### src/design/dtm_map.svh
`ifndef DTM_MAP_SVH
`define DTM_MAP_SVH
// Register indices; byte address is four times the index
`define DTM_IDX_TCS 8'h88
`define DTM_IDX_TMS 8'h89
`define DTM_IDX_C0LO 8'h8A
`define DTM_IDX_C1LO 8'h8B
`define DTM_IDX_C0HI 8'h8C
`define DTM_IDX_C1HI 8'h8D
`define DTM_IDX_DIV 8'h8E
`define DTM_IDX_IRQST 8'h90
`define DTM_IDX_IRQMSK 8'h91
// Control/status field positions
`define DTM_TF1 7
`define DTM_TR1 6
`define DTM_TF0 5
`define DTM_TR0 4
`define DTM_IE1 3
`define DTM_IT1 2
`define DTM_IE0 1
`define DTM_IT0 0
// Mode register field positions
`define DTM_PIN_QUALIFY_B 7
`define DTM_SRC1 6
`define DTM_MODE1_HI 5
`define DTM_MODE1_LO 4
`define DTM_PIN_QUALIFY_A 3
`define DTM_SRC0 2
`define DTM_MODE0_HI 1
`define DTM_MODE0_LO 0
// Divide-select field positions
`define DTM_DIVSEL_A 3
`define DTM_DIVSEL_B 4
// Reset values
`define DTM_RST_TCS 8'h00
`define DTM_RST_TMS 8'h00
`define DTM_RST_CNT 8'h00
// Slow tick divide ratio
`define DTM_TICK_DIV 12
`endif

### src/design/dtm_pkg.sv
package dtm_pkg;
    typedef enum logic [1:0] {
        DTM_MODE_13 = 2'b00,
        DTM_MODE_16 = 2'b01,
        DTM_MODE_RELOAD = 2'b10,
        DTM_MODE_SPLIT = 2'b11
    } dtm_mode_enc_t;
    typedef struct packed {
        logic psel;
        logic penable;
        logic pwrite;
        logic [11:0] paddr;
        logic [31:0] pwdata;
    } dtm_apb_req_t;
    typedef struct packed {
        logic [31:0] prdata;
        logic pready;
        logic pslverr;
    } dtm_apb_rsp_t;
    typedef struct packed {
        logic extIrqPinB;
        logic extIrqPinA;
        logic countPinB;
        logic countPinA;
    } dtm_pins_t;
    typedef struct packed {
        logic ovf;
        logic [7:0] hi;
        logic [7:0] lo;
    } dtm_cnt_t;
    typedef struct packed {
        logic [3:0] count;
        logic pulse;
    } dtm_pre_t;
    typedef struct packed {
        logic [3:0] prev;
        logic [3:0] fall;
    } dtm_fall_t;
    typedef struct packed {
        logic [7:0] tcs;
        logic [7:0] tms;
        logic [7:0] cnt0Lo;
        logic [7:0] cnt0Hi;
        logic [7:0] cnt1Lo;
        logic [7:0] cnt1Hi;
        logic [1:0] divSel;
        logic [1:0] irqStatus;
        logic [1:0] irqMask;
        logic [1:0] irqReq;
        logic irq;
        logic baudTick;
        dtm_apb_rsp_t rsp;
    } dtm_state_t;
endpackage

### src/design/dtm_fall_det.sv
`timescale 1ns/1ps
module dtm_fall_det (
    input wire logic clk_sys, // System clock
    input wire logic rst_n, // Synchronous reset, active low
    input dtm_pkg::dtm_pins_t pins, // Sampled pin levels
    output dtm_pkg::dtm_pins_t falls // One-cycle high-to-low pulses
);
    import dtm_pkg::*;
    dtm_fall_t s;
    dtm_fall_t next_s;
    logic [3:0] pinBits;

    assign pinBits = pins;

    // Previous level starts at the pins' idle high, so leaving reset shows no edge
    always_comb begin
        next_s.prev = pinBits;
        next_s.fall = 4'h0;
        for (int i = 0; i < 4; i++) begin
            next_s.fall[i] = s.prev[i] & ~pinBits[i];
        end
    end

    always_ff @(posedge clk_sys) begin
        if (!rst_n) begin
            s <= {4'hF, 4'h0};
        end else begin
            s <= next_s;
        end
    end

    assign falls = s.fall;
endmodule

### src/design/dtm_prescale.sv
`timescale 1ns/1ps
`include "dtm_map.svh"
module dtm_prescale #(
    parameter int DIV = `DTM_TICK_DIV
) (
    input wire logic clk_sys, // System clock
    input wire logic rst_n, // Synchronous reset, active low
    output logic tick // One pulse every DIV clocks
);
    import dtm_pkg::*;
    dtm_pre_t s;
    dtm_pre_t next_s;

    // Free-running divider; shared by both timers so their slow ticks align
    always_comb begin
        next_s = s;
        if (s.count == 4'(DIV - 1)) begin
            next_s.count = 4'h0;
            next_s.pulse = 1'b1;
        end else begin
            next_s.count = s.count + 4'h1;
            next_s.pulse = 1'b0;
        end
    end

    always_ff @(posedge clk_sys) begin
        if (!rst_n) begin
            s <= '0;
        end else begin
            s <= next_s;
        end
    end

    assign tick = s.pulse;
endmodule

### src/design/dtm_timer_top.sv
`timescale 1ns/1ps
`include "dtm_map.svh"
// Behaviour
// Auto-reload: low byte counts, high holds reload
// Low rollover sets flag, reloads from high
// Reload never alters the high byte
// Software preloads low byte before starting
// Set flag with enable raises timer request
// Split: timer 0 low uses own controls
// Split low byte: internal or external source
// Split high: internal, run B, flag B
// Timer 1 in mode 3 stops
// Split: timer 1 no external, no flag
// Timer 1 overflow still feeds baud tick
// Timer 1 auto-reload mirrors timer 0
// Count needs run and (no gate or pin)
// Counter function counts pin falling edges
// Timer ticks at clock/1 or clock/12
// Mode field: 13,16,reload,split/stopped
// Flag cleared by vector or software
module dtm_timer_top (
    input wire logic clk_sys, // System clock, 200 MHz
    input wire logic rst_n, // Synchronous reset, active low
    input dtm_pkg::dtm_apb_req_t apbReq, // APB request signals
    output dtm_pkg::dtm_apb_rsp_t apbRsp, // APB answer signals
    input dtm_pkg::dtm_pins_t pins, // Count and external interrupt pins
    input wire logic [1:0] vectorAck, // CPU vectored to timer 0/1 interrupt
    output logic [1:0] irqReq, // Per-timer interrupt requests
    output logic irq, // Combined masked interrupt level
    output logic baudTick // Timer 1 overflow pulse for the serial port
);
    import dtm_pkg::*;

    // Whole block state is one packed struct, registered in one place
    dtm_state_t s;
    dtm_state_t next_s;
    dtm_pins_t falls;
    logic slowTick;

    // Shared slow tick, so both timers divide by twelve in step
    dtm_prescale #(
        .DIV(`DTM_TICK_DIV)
    ) uPrescale (
        .clk_sys(clk_sys),
        .rst_n(rst_n),
        .tick(slowTick)
    );

    // Registered falling-edge pulses for all four pins
    dtm_fall_det uFall (
        .clk_sys(clk_sys),
        .rst_n(rst_n),
        .pins(pins),
        .falls(falls)
    );

    // One step of a counter in the given mode
    // The carry out is the overflow event; flags and the baud pulse use it
    // Split mode only steps the low byte here, the high half counts apart
    function automatic dtm_cnt_t stepCnt(input logic [1:0] mode, input logic [7:0] lo,
                                         input logic [7:0] hi, input logic inc);
        dtm_cnt_t r;
        logic [13:0] s13;
        logic [16:0] s16;
        logic [8:0] s8;
        // Default: hold both bytes, no overflow
        r.lo = lo;
        r.hi = hi;
        r.ovf = 1'b0;
        // All sums are formed, the mode picks one
        s13 = {1'b0, hi, lo[4:0]} + 14'h0001;
        s16 = {1'b0, hi, lo} + 17'h00001;
        s8 = {1'b0, lo} + 9'h001;
        // Nothing moves without an increment strobe
        if (inc) begin
            case (mode)
                DTM_MODE_13: begin
                    // Upper three low bits are left alone, software masks them
                    r.hi = s13[12:5];
                    r.lo = {lo[7:5], s13[4:0]};
                    r.ovf = s13[13];
                end
                DTM_MODE_16: begin
                    // Full 16-bit carry chain
                    r.hi = s16[15:8];
                    r.lo = s16[7:0];
                    r.ovf = s16[16];
                end
                DTM_MODE_RELOAD: begin
                    // Low byte counts, high byte is only the reload store
                    r.ovf = s8[8];
                    r.lo = s8[8] ? hi : s8[7:0];
                    r.hi = hi;
                end
                default: begin
                    // Split mode low byte: a plain 8-bit wrap
                    r.lo = s8[7:0];
                    r.ovf = s8[8];
                end
            endcase
        end
        return r;
    endfunction

    // Decoded controls and per-timer count strobes
    logic [1:0] mode0;
    logic [1:0] mode1;
    logic split0;
    logic stop1;
    logic tickA;
    logic tickB;
    logic enable0;
    logic enable1;
    logic inc0;
    logic inc1;
    logic incSplitHi;
    dtm_cnt_t step0;
    dtm_cnt_t step1;
    logic [8:0] splitHiSum;
    logic splitHiOvf;
    logic tf0Set;
    logic tf1Set;
    logic ovf1Raw;
    logic [1:0] runBit;
    logic [1:0] gateBit;
    logic [1:0] gatePin;
    logic [1:0] timerEn;
    logic [1:0] timerTick;

    // Run bits, gate bits and gate pins gathered per timer
    assign runBit = {s.tcs[`DTM_TR1], s.tcs[`DTM_TR0]};
    assign gateBit = {s.tms[`DTM_PIN_QUALIFY_B], s.tms[`DTM_PIN_QUALIFY_A]};
    assign gatePin = {pins.extIrqPinB, pins.extIrqPinA};

    // Same qualifier and tick choice for each timer, one copy each
    generate
        for (genvar i = 0; i < 2; i++) begin : gTimer
            // A set gate bit hands the decision to the pin; the run bit is always needed
            assign timerEn[i] = runBit[i] & (~gateBit[i] | gatePin[i]);
            // Fast select skips the shared prescaler
            assign timerTick[i] = s.divSel[i] | slowTick;
        end
    endgenerate

    // Mode decode and count enables
    // Timer 1 in mode 3 is held still; that is its off switch
    always_comb begin
        mode0 = s.tms[`DTM_MODE0_HI:`DTM_MODE0_LO];
        mode1 = s.tms[`DTM_MODE1_HI:`DTM_MODE1_LO];
        split0 = (mode0 == DTM_MODE_SPLIT);
        stop1 = (mode1 == DTM_MODE_SPLIT);
        tickA = timerTick[0];
        tickB = timerTick[1];
        enable0 = timerEn[0];
        enable1 = timerEn[1];
        // Timer 0 (or its split low half) keeps its own source select
        inc0 = enable0 & (s.tms[`DTM_SRC0] ? falls.countPinA : tickA);
        // External source is refused for timer 1 while timer 0 is split
        inc1 = enable1 & ~stop1 &
               ((s.tms[`DTM_SRC1] & ~split0) ? falls.countPinB : tickB);
        // Split high half: run bit B only, no gate, internal tick only
        incSplitHi = split0 & s.tcs[`DTM_TR1] & tickA;
    end

    // Counter arithmetic for both timers
    // Timer 1's own carry is kept apart from flag B, which split mode lends out
    always_comb begin
        step0 = stepCnt(mode0, s.cnt0Lo, s.cnt0Hi, inc0);
        step1 = stepCnt(mode1, s.cnt1Lo, s.cnt1Hi, inc1);
        splitHiSum = {1'b0, s.cnt0Hi} + 9'h001;
        splitHiOvf = incSplitHi & splitHiSum[8];
        ovf1Raw = step1.ovf;
        tf0Set = step0.ovf;
        // Flag B belongs to the split high half while timer 0 is split
        tf1Set = split0 ? splitHiOvf : ovf1Raw;
    end

    // Address decode results
    logic [7:0] idx;
    logic hit;
    logic [31:0] readVal;
    logic setup;
    logic commit;

    // Address decode and read mux; unmapped words answer with an error
    // Upper address bits must be zero, so aliases never reach a register
    // The read value is taken at setup, so a count may move during access
    always_comb begin
        // Word index from the byte address
        idx = apbReq.paddr[9:2];
        hit = 1'b1;
        readVal = 32'h0000_0000;
        if (apbReq.paddr[11:10] != 2'h0) begin
            hit = 1'b0;
        end else if (idx == `DTM_IDX_TCS) begin
            readVal = {24'h00_0000, s.tcs};
        end else if (idx == `DTM_IDX_TMS) begin
            readVal = {24'h00_0000, s.tms};
        end else if (idx == `DTM_IDX_C0LO) begin
            readVal = {24'h00_0000, s.cnt0Lo};
        end else if (idx == `DTM_IDX_C1LO) begin
            readVal = {24'h00_0000, s.cnt1Lo};
        end else if (idx == `DTM_IDX_C0HI) begin
            readVal = {24'h00_0000, s.cnt0Hi};
        end else if (idx == `DTM_IDX_C1HI) begin
            readVal = {24'h00_0000, s.cnt1Hi};
        end else if (idx == `DTM_IDX_DIV) begin
            readVal = {27'h000_0000, s.divSel[1], s.divSel[0], 3'h0};
        end else if (idx == `DTM_IDX_IRQST) begin
            readVal = {30'h0000_0000, s.irqStatus};
        end else if (idx == `DTM_IDX_IRQMSK) begin
            readVal = {30'h0000_0000, s.irqMask};
        end else begin
            hit = 1'b0;
        end
        // Setup is the only cycle that loads the answer
        setup = apbReq.psel & ~apbReq.penable;
        commit = apbReq.psel & apbReq.penable & s.rsp.pready & apbReq.pwrite & hit;
    end

    // Write byte and the control word being built
    logic [7:0] wb;
    logic [7:0] tcsNext;

    // Next state: counting first, then software writes, then hardware sets
    // Later assignments win, so hardware events beat any clear
    always_comb begin
        next_s = s;
        wb = apbReq.pwdata[7:0];
        tcsNext = s.tcs;

        // Answer one cycle after setup, so every access has a single wait-free phase
        if (setup) begin
            next_s.rsp.pready = 1'b1;
            next_s.rsp.prdata = readVal;
            next_s.rsp.pslverr = ~hit;
        end else begin
            next_s.rsp.pready = 1'b0;
            next_s.rsp.pslverr = 1'b0;
        end

        // Counting
        next_s.cnt0Lo = step0.lo;
        // In split mode the high byte is the second counter, not a reload store
        next_s.cnt0Hi = split0 ? (incSplitHi ? splitHiSum[7:0] : s.cnt0Hi) : step0.hi;
        // Timer 1 always steps through the shared function
        next_s.cnt1Lo = step1.lo;
        next_s.cnt1Hi = step1.hi;

        // A software write to a count byte wins over that cycle's count
        // Unmapped words never commit, so a refused write leaves state alone
        if (commit) begin
            if (idx == `DTM_IDX_TCS) begin
                tcsNext = wb;
            end else if (idx == `DTM_IDX_TMS) begin
                next_s.tms = wb;
            end else if (idx == `DTM_IDX_C0LO) begin
                next_s.cnt0Lo = wb;
            end else if (idx == `DTM_IDX_C1LO) begin
                next_s.cnt1Lo = wb;
            end else if (idx == `DTM_IDX_C0HI) begin
                next_s.cnt0Hi = wb;
            end else if (idx == `DTM_IDX_C1HI) begin
                next_s.cnt1Hi = wb;
            end else if (idx == `DTM_IDX_DIV) begin
                next_s.divSel = {wb[`DTM_DIVSEL_B], wb[`DTM_DIVSEL_A]};
            end else if (idx == `DTM_IDX_IRQST) begin
                next_s.irqStatus = s.irqStatus & ~wb[1:0];
            end else if (idx == `DTM_IDX_IRQMSK) begin
                next_s.irqMask = wb[1:0];
            end
        end

        // Vectoring clears the overflow flags
        // An overflow in the same cycle is set again below
        if (vectorAck[0]) begin
            tcsNext[`DTM_TF0] = 1'b0;
        end
        if (vectorAck[1]) begin
            tcsNext[`DTM_TF1] = 1'b0;
        end

        // Level-triggered flags follow the pin; edge ones are sticky
        // An edge-mode flag needs a software write to clear
        if (!s.tcs[`DTM_IT0] && pins.extIrqPinA) begin
            tcsNext[`DTM_IE0] = 1'b0;
        end
        if (!s.tcs[`DTM_IT1] && pins.extIrqPinB) begin
            tcsNext[`DTM_IE1] = 1'b0;
        end

        // Hardware sets come last so a same-cycle clear never loses an event
        if (tf0Set) begin
            tcsNext[`DTM_TF0] = 1'b1;
        end
        if (tf1Set) begin
            tcsNext[`DTM_TF1] = 1'b1;
        end
        // Edge mode uses the registered fall pulse, level mode the raw pin
        if (s.tcs[`DTM_IT0] ? falls.extIrqPinA : ~pins.extIrqPinA) begin
            tcsNext[`DTM_IE0] = 1'b1;
        end
        if (s.tcs[`DTM_IT1] ? falls.extIrqPinB : ~pins.extIrqPinB) begin
            tcsNext[`DTM_IE1] = 1'b1;
        end
        // Control word is final only after every set and clear
        next_s.tcs = tcsNext;

        // Sticky event bits, write one to clear, set wins
        next_s.irqStatus = next_s.irqStatus | {tf1Set, tf0Set};

        // Requests and combined level
        // A mask write takes effect one cycle after it lands
        next_s.irqReq = {tcsNext[`DTM_TF1], tcsNext[`DTM_TF0]} & s.irqMask;
        next_s.irq = |(next_s.irqStatus & s.irqMask);

        // Baud tick ignores split mode and flag suppression
        // The serial port keeps its tick even when flag B is lent out
        next_s.baudTick = ovf1Raw;
    end

    // State register
    // Synchronous reset; the helpers clear on the same edge, so one edge is enough
    always_ff @(posedge clk_sys) begin
        if (!rst_n) begin
            // Clear everything, then load the register reset values
            s <= '0;
            s.tcs <= `DTM_RST_TCS;
            s.tms <= `DTM_RST_TMS;
            s.cnt0Lo <= `DTM_RST_CNT;
            s.cnt0Hi <= `DTM_RST_CNT;
            s.cnt1Lo <= `DTM_RST_CNT;
            s.cnt1Hi <= `DTM_RST_CNT;
        end else begin
            s <= next_s;
        end
    end

    // All outputs straight from the state register
    // Nothing combinational reaches a port, so pin timing stays clean
    assign apbRsp = s.rsp;
    assign irqReq = s.irqReq;
    assign irq = s.irq;
    assign baudTick = s.baudTick;
endmodule

### config.mk
export PLATFORM = sky130hd
export DESIGN_NAME = dtm_timer_top
export DESIGN_NICKNAME = d
export VERILOG_FILES = /design/src/design/dtm_pkg.sv /design/src/design/dtm_fall_det.sv /design/src/design/dtm_prescale.sv /design/src/design/dtm_timer_top.sv
export VERILOG_INCLUDE_DIRS = /design/src /design/src/design
export SDC_FILE = /design/constraint.sdc
export NUM_CORES = 1
export LEC_CHECK = 0
export BUFFER_PORTS_ARGS = -buffer_cell sky130_fd_sc_hd__buf_2
export CORE_AREA = 5 5 107 109
export CTS_BUF_LIST = sky130_fd_sc_hd__clkbuf_16
export DETAILED_ROUTE_END_ITERATION = 8
export DIE_AREA = 0 0 112 114
export MAX_ROUTING_LAYER = met4
export PLACE_DENSITY = 0.71
export SLEW_MARGIN = 20
export SYNTH_ARGS = -nofsm -noshare
export SYNTH_HDL_FRONTEND = slang
export SYNTH_HIERARCHICAL = 1
export SYNTH_SLANG_ARGS = --single-unit
export TNS_END_PERCENT = 20
### constraint.sdc
create_clock -name clk_sys -period 6.69 [get_ports clk_sys]
set_input_delay 1.338 -clock clk_sys [delete_from_list [all_inputs] [get_ports clk_sys]]
set_output_delay 1.338 -clock clk_sys [all_outputs]
set_load 0.03 [all_outputs]
==> reports/results.tsv <==
stage	metric	value	unit
status	status	completed	
pwr	ir_drop	0.193	mV
layout	drive_gt1_share	11.9	%
global_route	grt_antenna_before_repair	0	
clock_tree	hold_buffers	0	
synthesis	syn_area_per_cell	7.69	µm²
synthesis	ys_ff_latch	81	
min_path	hp-class	register to register	
route	antenna_left	0	
clock_tree	clock_sinks	81	
timing	tightestPinTransition	0.912	ns
synthesis	synth.distinct_cells	66	
pwr	p_sw	0.290	mW
pwr	power	1.06	mW
synthesis	synthArstFlopShare	0	%
route	drt-initial-drc-count	405	
layout	nFillCells	1030	
global_route	grt_pass1_vias	4297	
pwr	power.density	198	mW/mm²
global_route	grt_first_pass_wirelength	23.0	mm
synthesis	ys_seq_area_share	32.3	%
worst_setup_path	crit_required	6.89	ns
route	drt_wl_total	14.7	mm
synthesis	synthTopCellsByArea	dfxtp_1 32%, a21oi_1 6.7%, buf_4 6.0%	
clock_tree	h-tree-depth	3	
clock_tree	clock_path_buffers	2	
job	drv_cap	0	
timing	slew-limit-headroom	38.7	%
clock_tree	ctsResizeCount	0	
layout	diodes	0	
route	via_per_inst	5.98	
synthesis	post-synth-top-count-cell	dfxtp_1	
synthesis	synth_edf_count	0	
layout	fin_util	50.9	%
timing	fin_crit_sh	50.7	%
die	core_area	0.0105	mm²
pwr	p_clk_share	46.4	%
die	initial_core_util	47.7	%
global_route	grt-ovfl-total	0	
layout	multi_input_area	0.00298	mm²
timing	fmax	295	MHz
timing	hold_viol_final	0	
worst_setup_path	r2r_start	apbRsp[1]	
route	wl_per_cell	18.4	µm
synthesis	yosysTopAreaCell	dfxtp_1	
placed_design	gp_congestion	0.959	
worst_setup_path	worst_ep_arrival_time	3.60	ns
timing	finalSetupTns	0	ns
route	drt-pass1-iter-count	4	
worst_setup_path	cp-start-kind	input port	
global_route	met2_usage	36.3	%
layout	nets	709	
timing	period_needed	3.39	ns
global_route	met1_usage	30.3	%
timing	finClkSkew	0.00742	ns
pwr	comb_power_share	7.4	%
min_path	hold_start	apbRsp[4]	
synthesis	mappedNetlistArea	0.00501	mm²
clock_tree	clk_pin_slew	0.07	ns
global_route	grt.total_usage	23.5	%
timing	slew_viol_final	0	
pwr	swShare	27.4	%
clock_tree	cts_tree	done	
worst_setup_path	setup.worst_path.start	apbReq[45]	
placed_design	place_area	0.00504	mm²
die	num_rows	38	
placed_design	numPortBuffers	42	
global_route	top_usage_layer	met2	
synthesis	synthTopCellsByCount	81 x dfxtp_1, 74 x nand2_1, 67 x a21oi_1	
clock_tree	post_cts_buffers	0	
placed_design	dp_slack	2.99	ns
clock_tree	cts_buffers	9	
die	die_h	114	µm
worst_setup_path	cp_max_fo	16	
global_route	grt_max_degree	52	
die	ios	93	
synthesis	yosys_warnings	6	
layout	area_growth	6.56	%
route	remaining_drc_errors	0	
die	fp.dieW	112	µm
route	num_vias	4758	
placed_design	hpwlAfterDp	10.5	mm
global_route	gr-usage-met3	4.40	%
clock_tree	clock_latency	0.35	ns
pwr	intPower	0.770	mW
timing	fin_ws	3.30	ns
clock_tree	cts-root-buf	clkbuf_16	
timing	setup-violations-final	0	
worst_setup_path	path_class	input port to register	
die	die_area	0.0128	mm²
pwr	p_leak	1.95	nW
layout	final-seq-area	0.00162	mm²
synthesis	ys.flop_type	dfxtp_1	
pwr	p_seq_share	46.2	%
layout	final_cell_area	0.00534	mm²
timing	rsz0062_at_grt	no	
worst_setup_path	crit_path_end_kind	register	
synthesis	synth_top_area_share	32.3	%
synthesis	synth_cells	652	
==> stage by stage <==
stage,hold slack [ns],std cells
after CTS,0.456,795
after global routing,0.486,795
after global placement,0.443,779
final,0.454,795
after detailed placement,0.447,779
after floorplan,0.432,675
==> registers in the layout (all words and copies together), names as in the netlist, 4 cells and up <==
| name | count |
|---|---|
| uPrescale/s | 4 |
| apbRsp | 10 |
| uFall/falls | 4 |
| uFall/s | 4 |
| s | 46 |
==> worst max-delay path, stage by stage <==
cell and delay, ns:
buf_2 0.08, nand4_1 0.12, nor3_1 0.63, and3_1 0.59, nand2_1 0.45, o21ai_0 0.30, a21oi_1 0.07
==> path summary, 6_finish.rpt <==
| check | end | slack [ns] | depth (start not counted) |
|---|---|---|---|
| min reg2reg | apbRsp[4] | 0.45 | 2 |
| min | apbRsp[4] | 0.45 | 2 |
| max | s[47] | 3.30 | 7 |
| max reg2reg | s[47] | 4.02 | 6 |
==> metal layers <==
| layer | share of wire [%] | vias up |
|---|---|---|
| met5 | 0 | - |
| met1 | 43 | 2235 |
| met2 | 47 | 192 |
| li1 | - | 2296 |
| met3 | 7.3 | 35 |
| met4 | 3.3 | 0 |
==> power by group through the flow <==
stage / logic [mW] / clock network (mW) / registers (mW)
3_3_place_gp: 0.0755 / 0 / 0.501
5_1_grt: 0.0841 / 0.523 / 0.490
3_5_place_dp: 0.0771 / 0 / 0.501
6_report: 0.0787 / 0.491 / 0.490
4_1_cts: 0.0775 / 0.497 / 0.490
2_1_floorplan: 0.0653 / 0 / 0.500
==> cell families after synthesis <==
kind of cell,synth area share (%)
flip-flops,32.3
buffers and inverters,10.1
XOR/XNOR,2.27
AO/OA/AOI/OAI,20.8
multiplexers,7.06
AND/OR/NAND/NOR,26.3
other,0.0748
adder cells (fa/ha/maj),0.998
==> cell usage in the layout (no fill, tap or decap), types with 4 or more instances in the layout <==
master,count
a21oi_1,67
or3_1,7
o32ai_1,4
nand2b_1,11
buf_2,42
o22ai_1,8
a31oi_1,4
mux2i_1,26
conb_1,24
ha_1,4
and3_1,5
a211oi_1,9
mux2_2,5
xnor2_1,7
inv_8,4
nor2_1,51
o31ai_1,4
dfxtp_1,81
and3b_1,4
nand4b_1,4
xor2_1,6
o211ai_1,6
and2_1,4
o21ai_0,39
nand2_1,74
inv_1,15
nor3_1,23
nand3_1,34
a22oi_1,4
nand4_1,10
nor4_1,6
clkbuf_16,9
==> area by class of cell <==
| class | count | share of cell area, % |
|---|---|---|
| clock buffer | 9 | 4.21 |
| tap | 140 | 3.28 |
| inverter | 15 | 1.05 |
| clock inverter | 7 | 1.29 |
| sequential | 81 | 30.3 |
| timing repair buffer | 43 | 4.07 |
| multi-input combinational | 500 | 55.7 |
(Power assumes the default switching activity.)
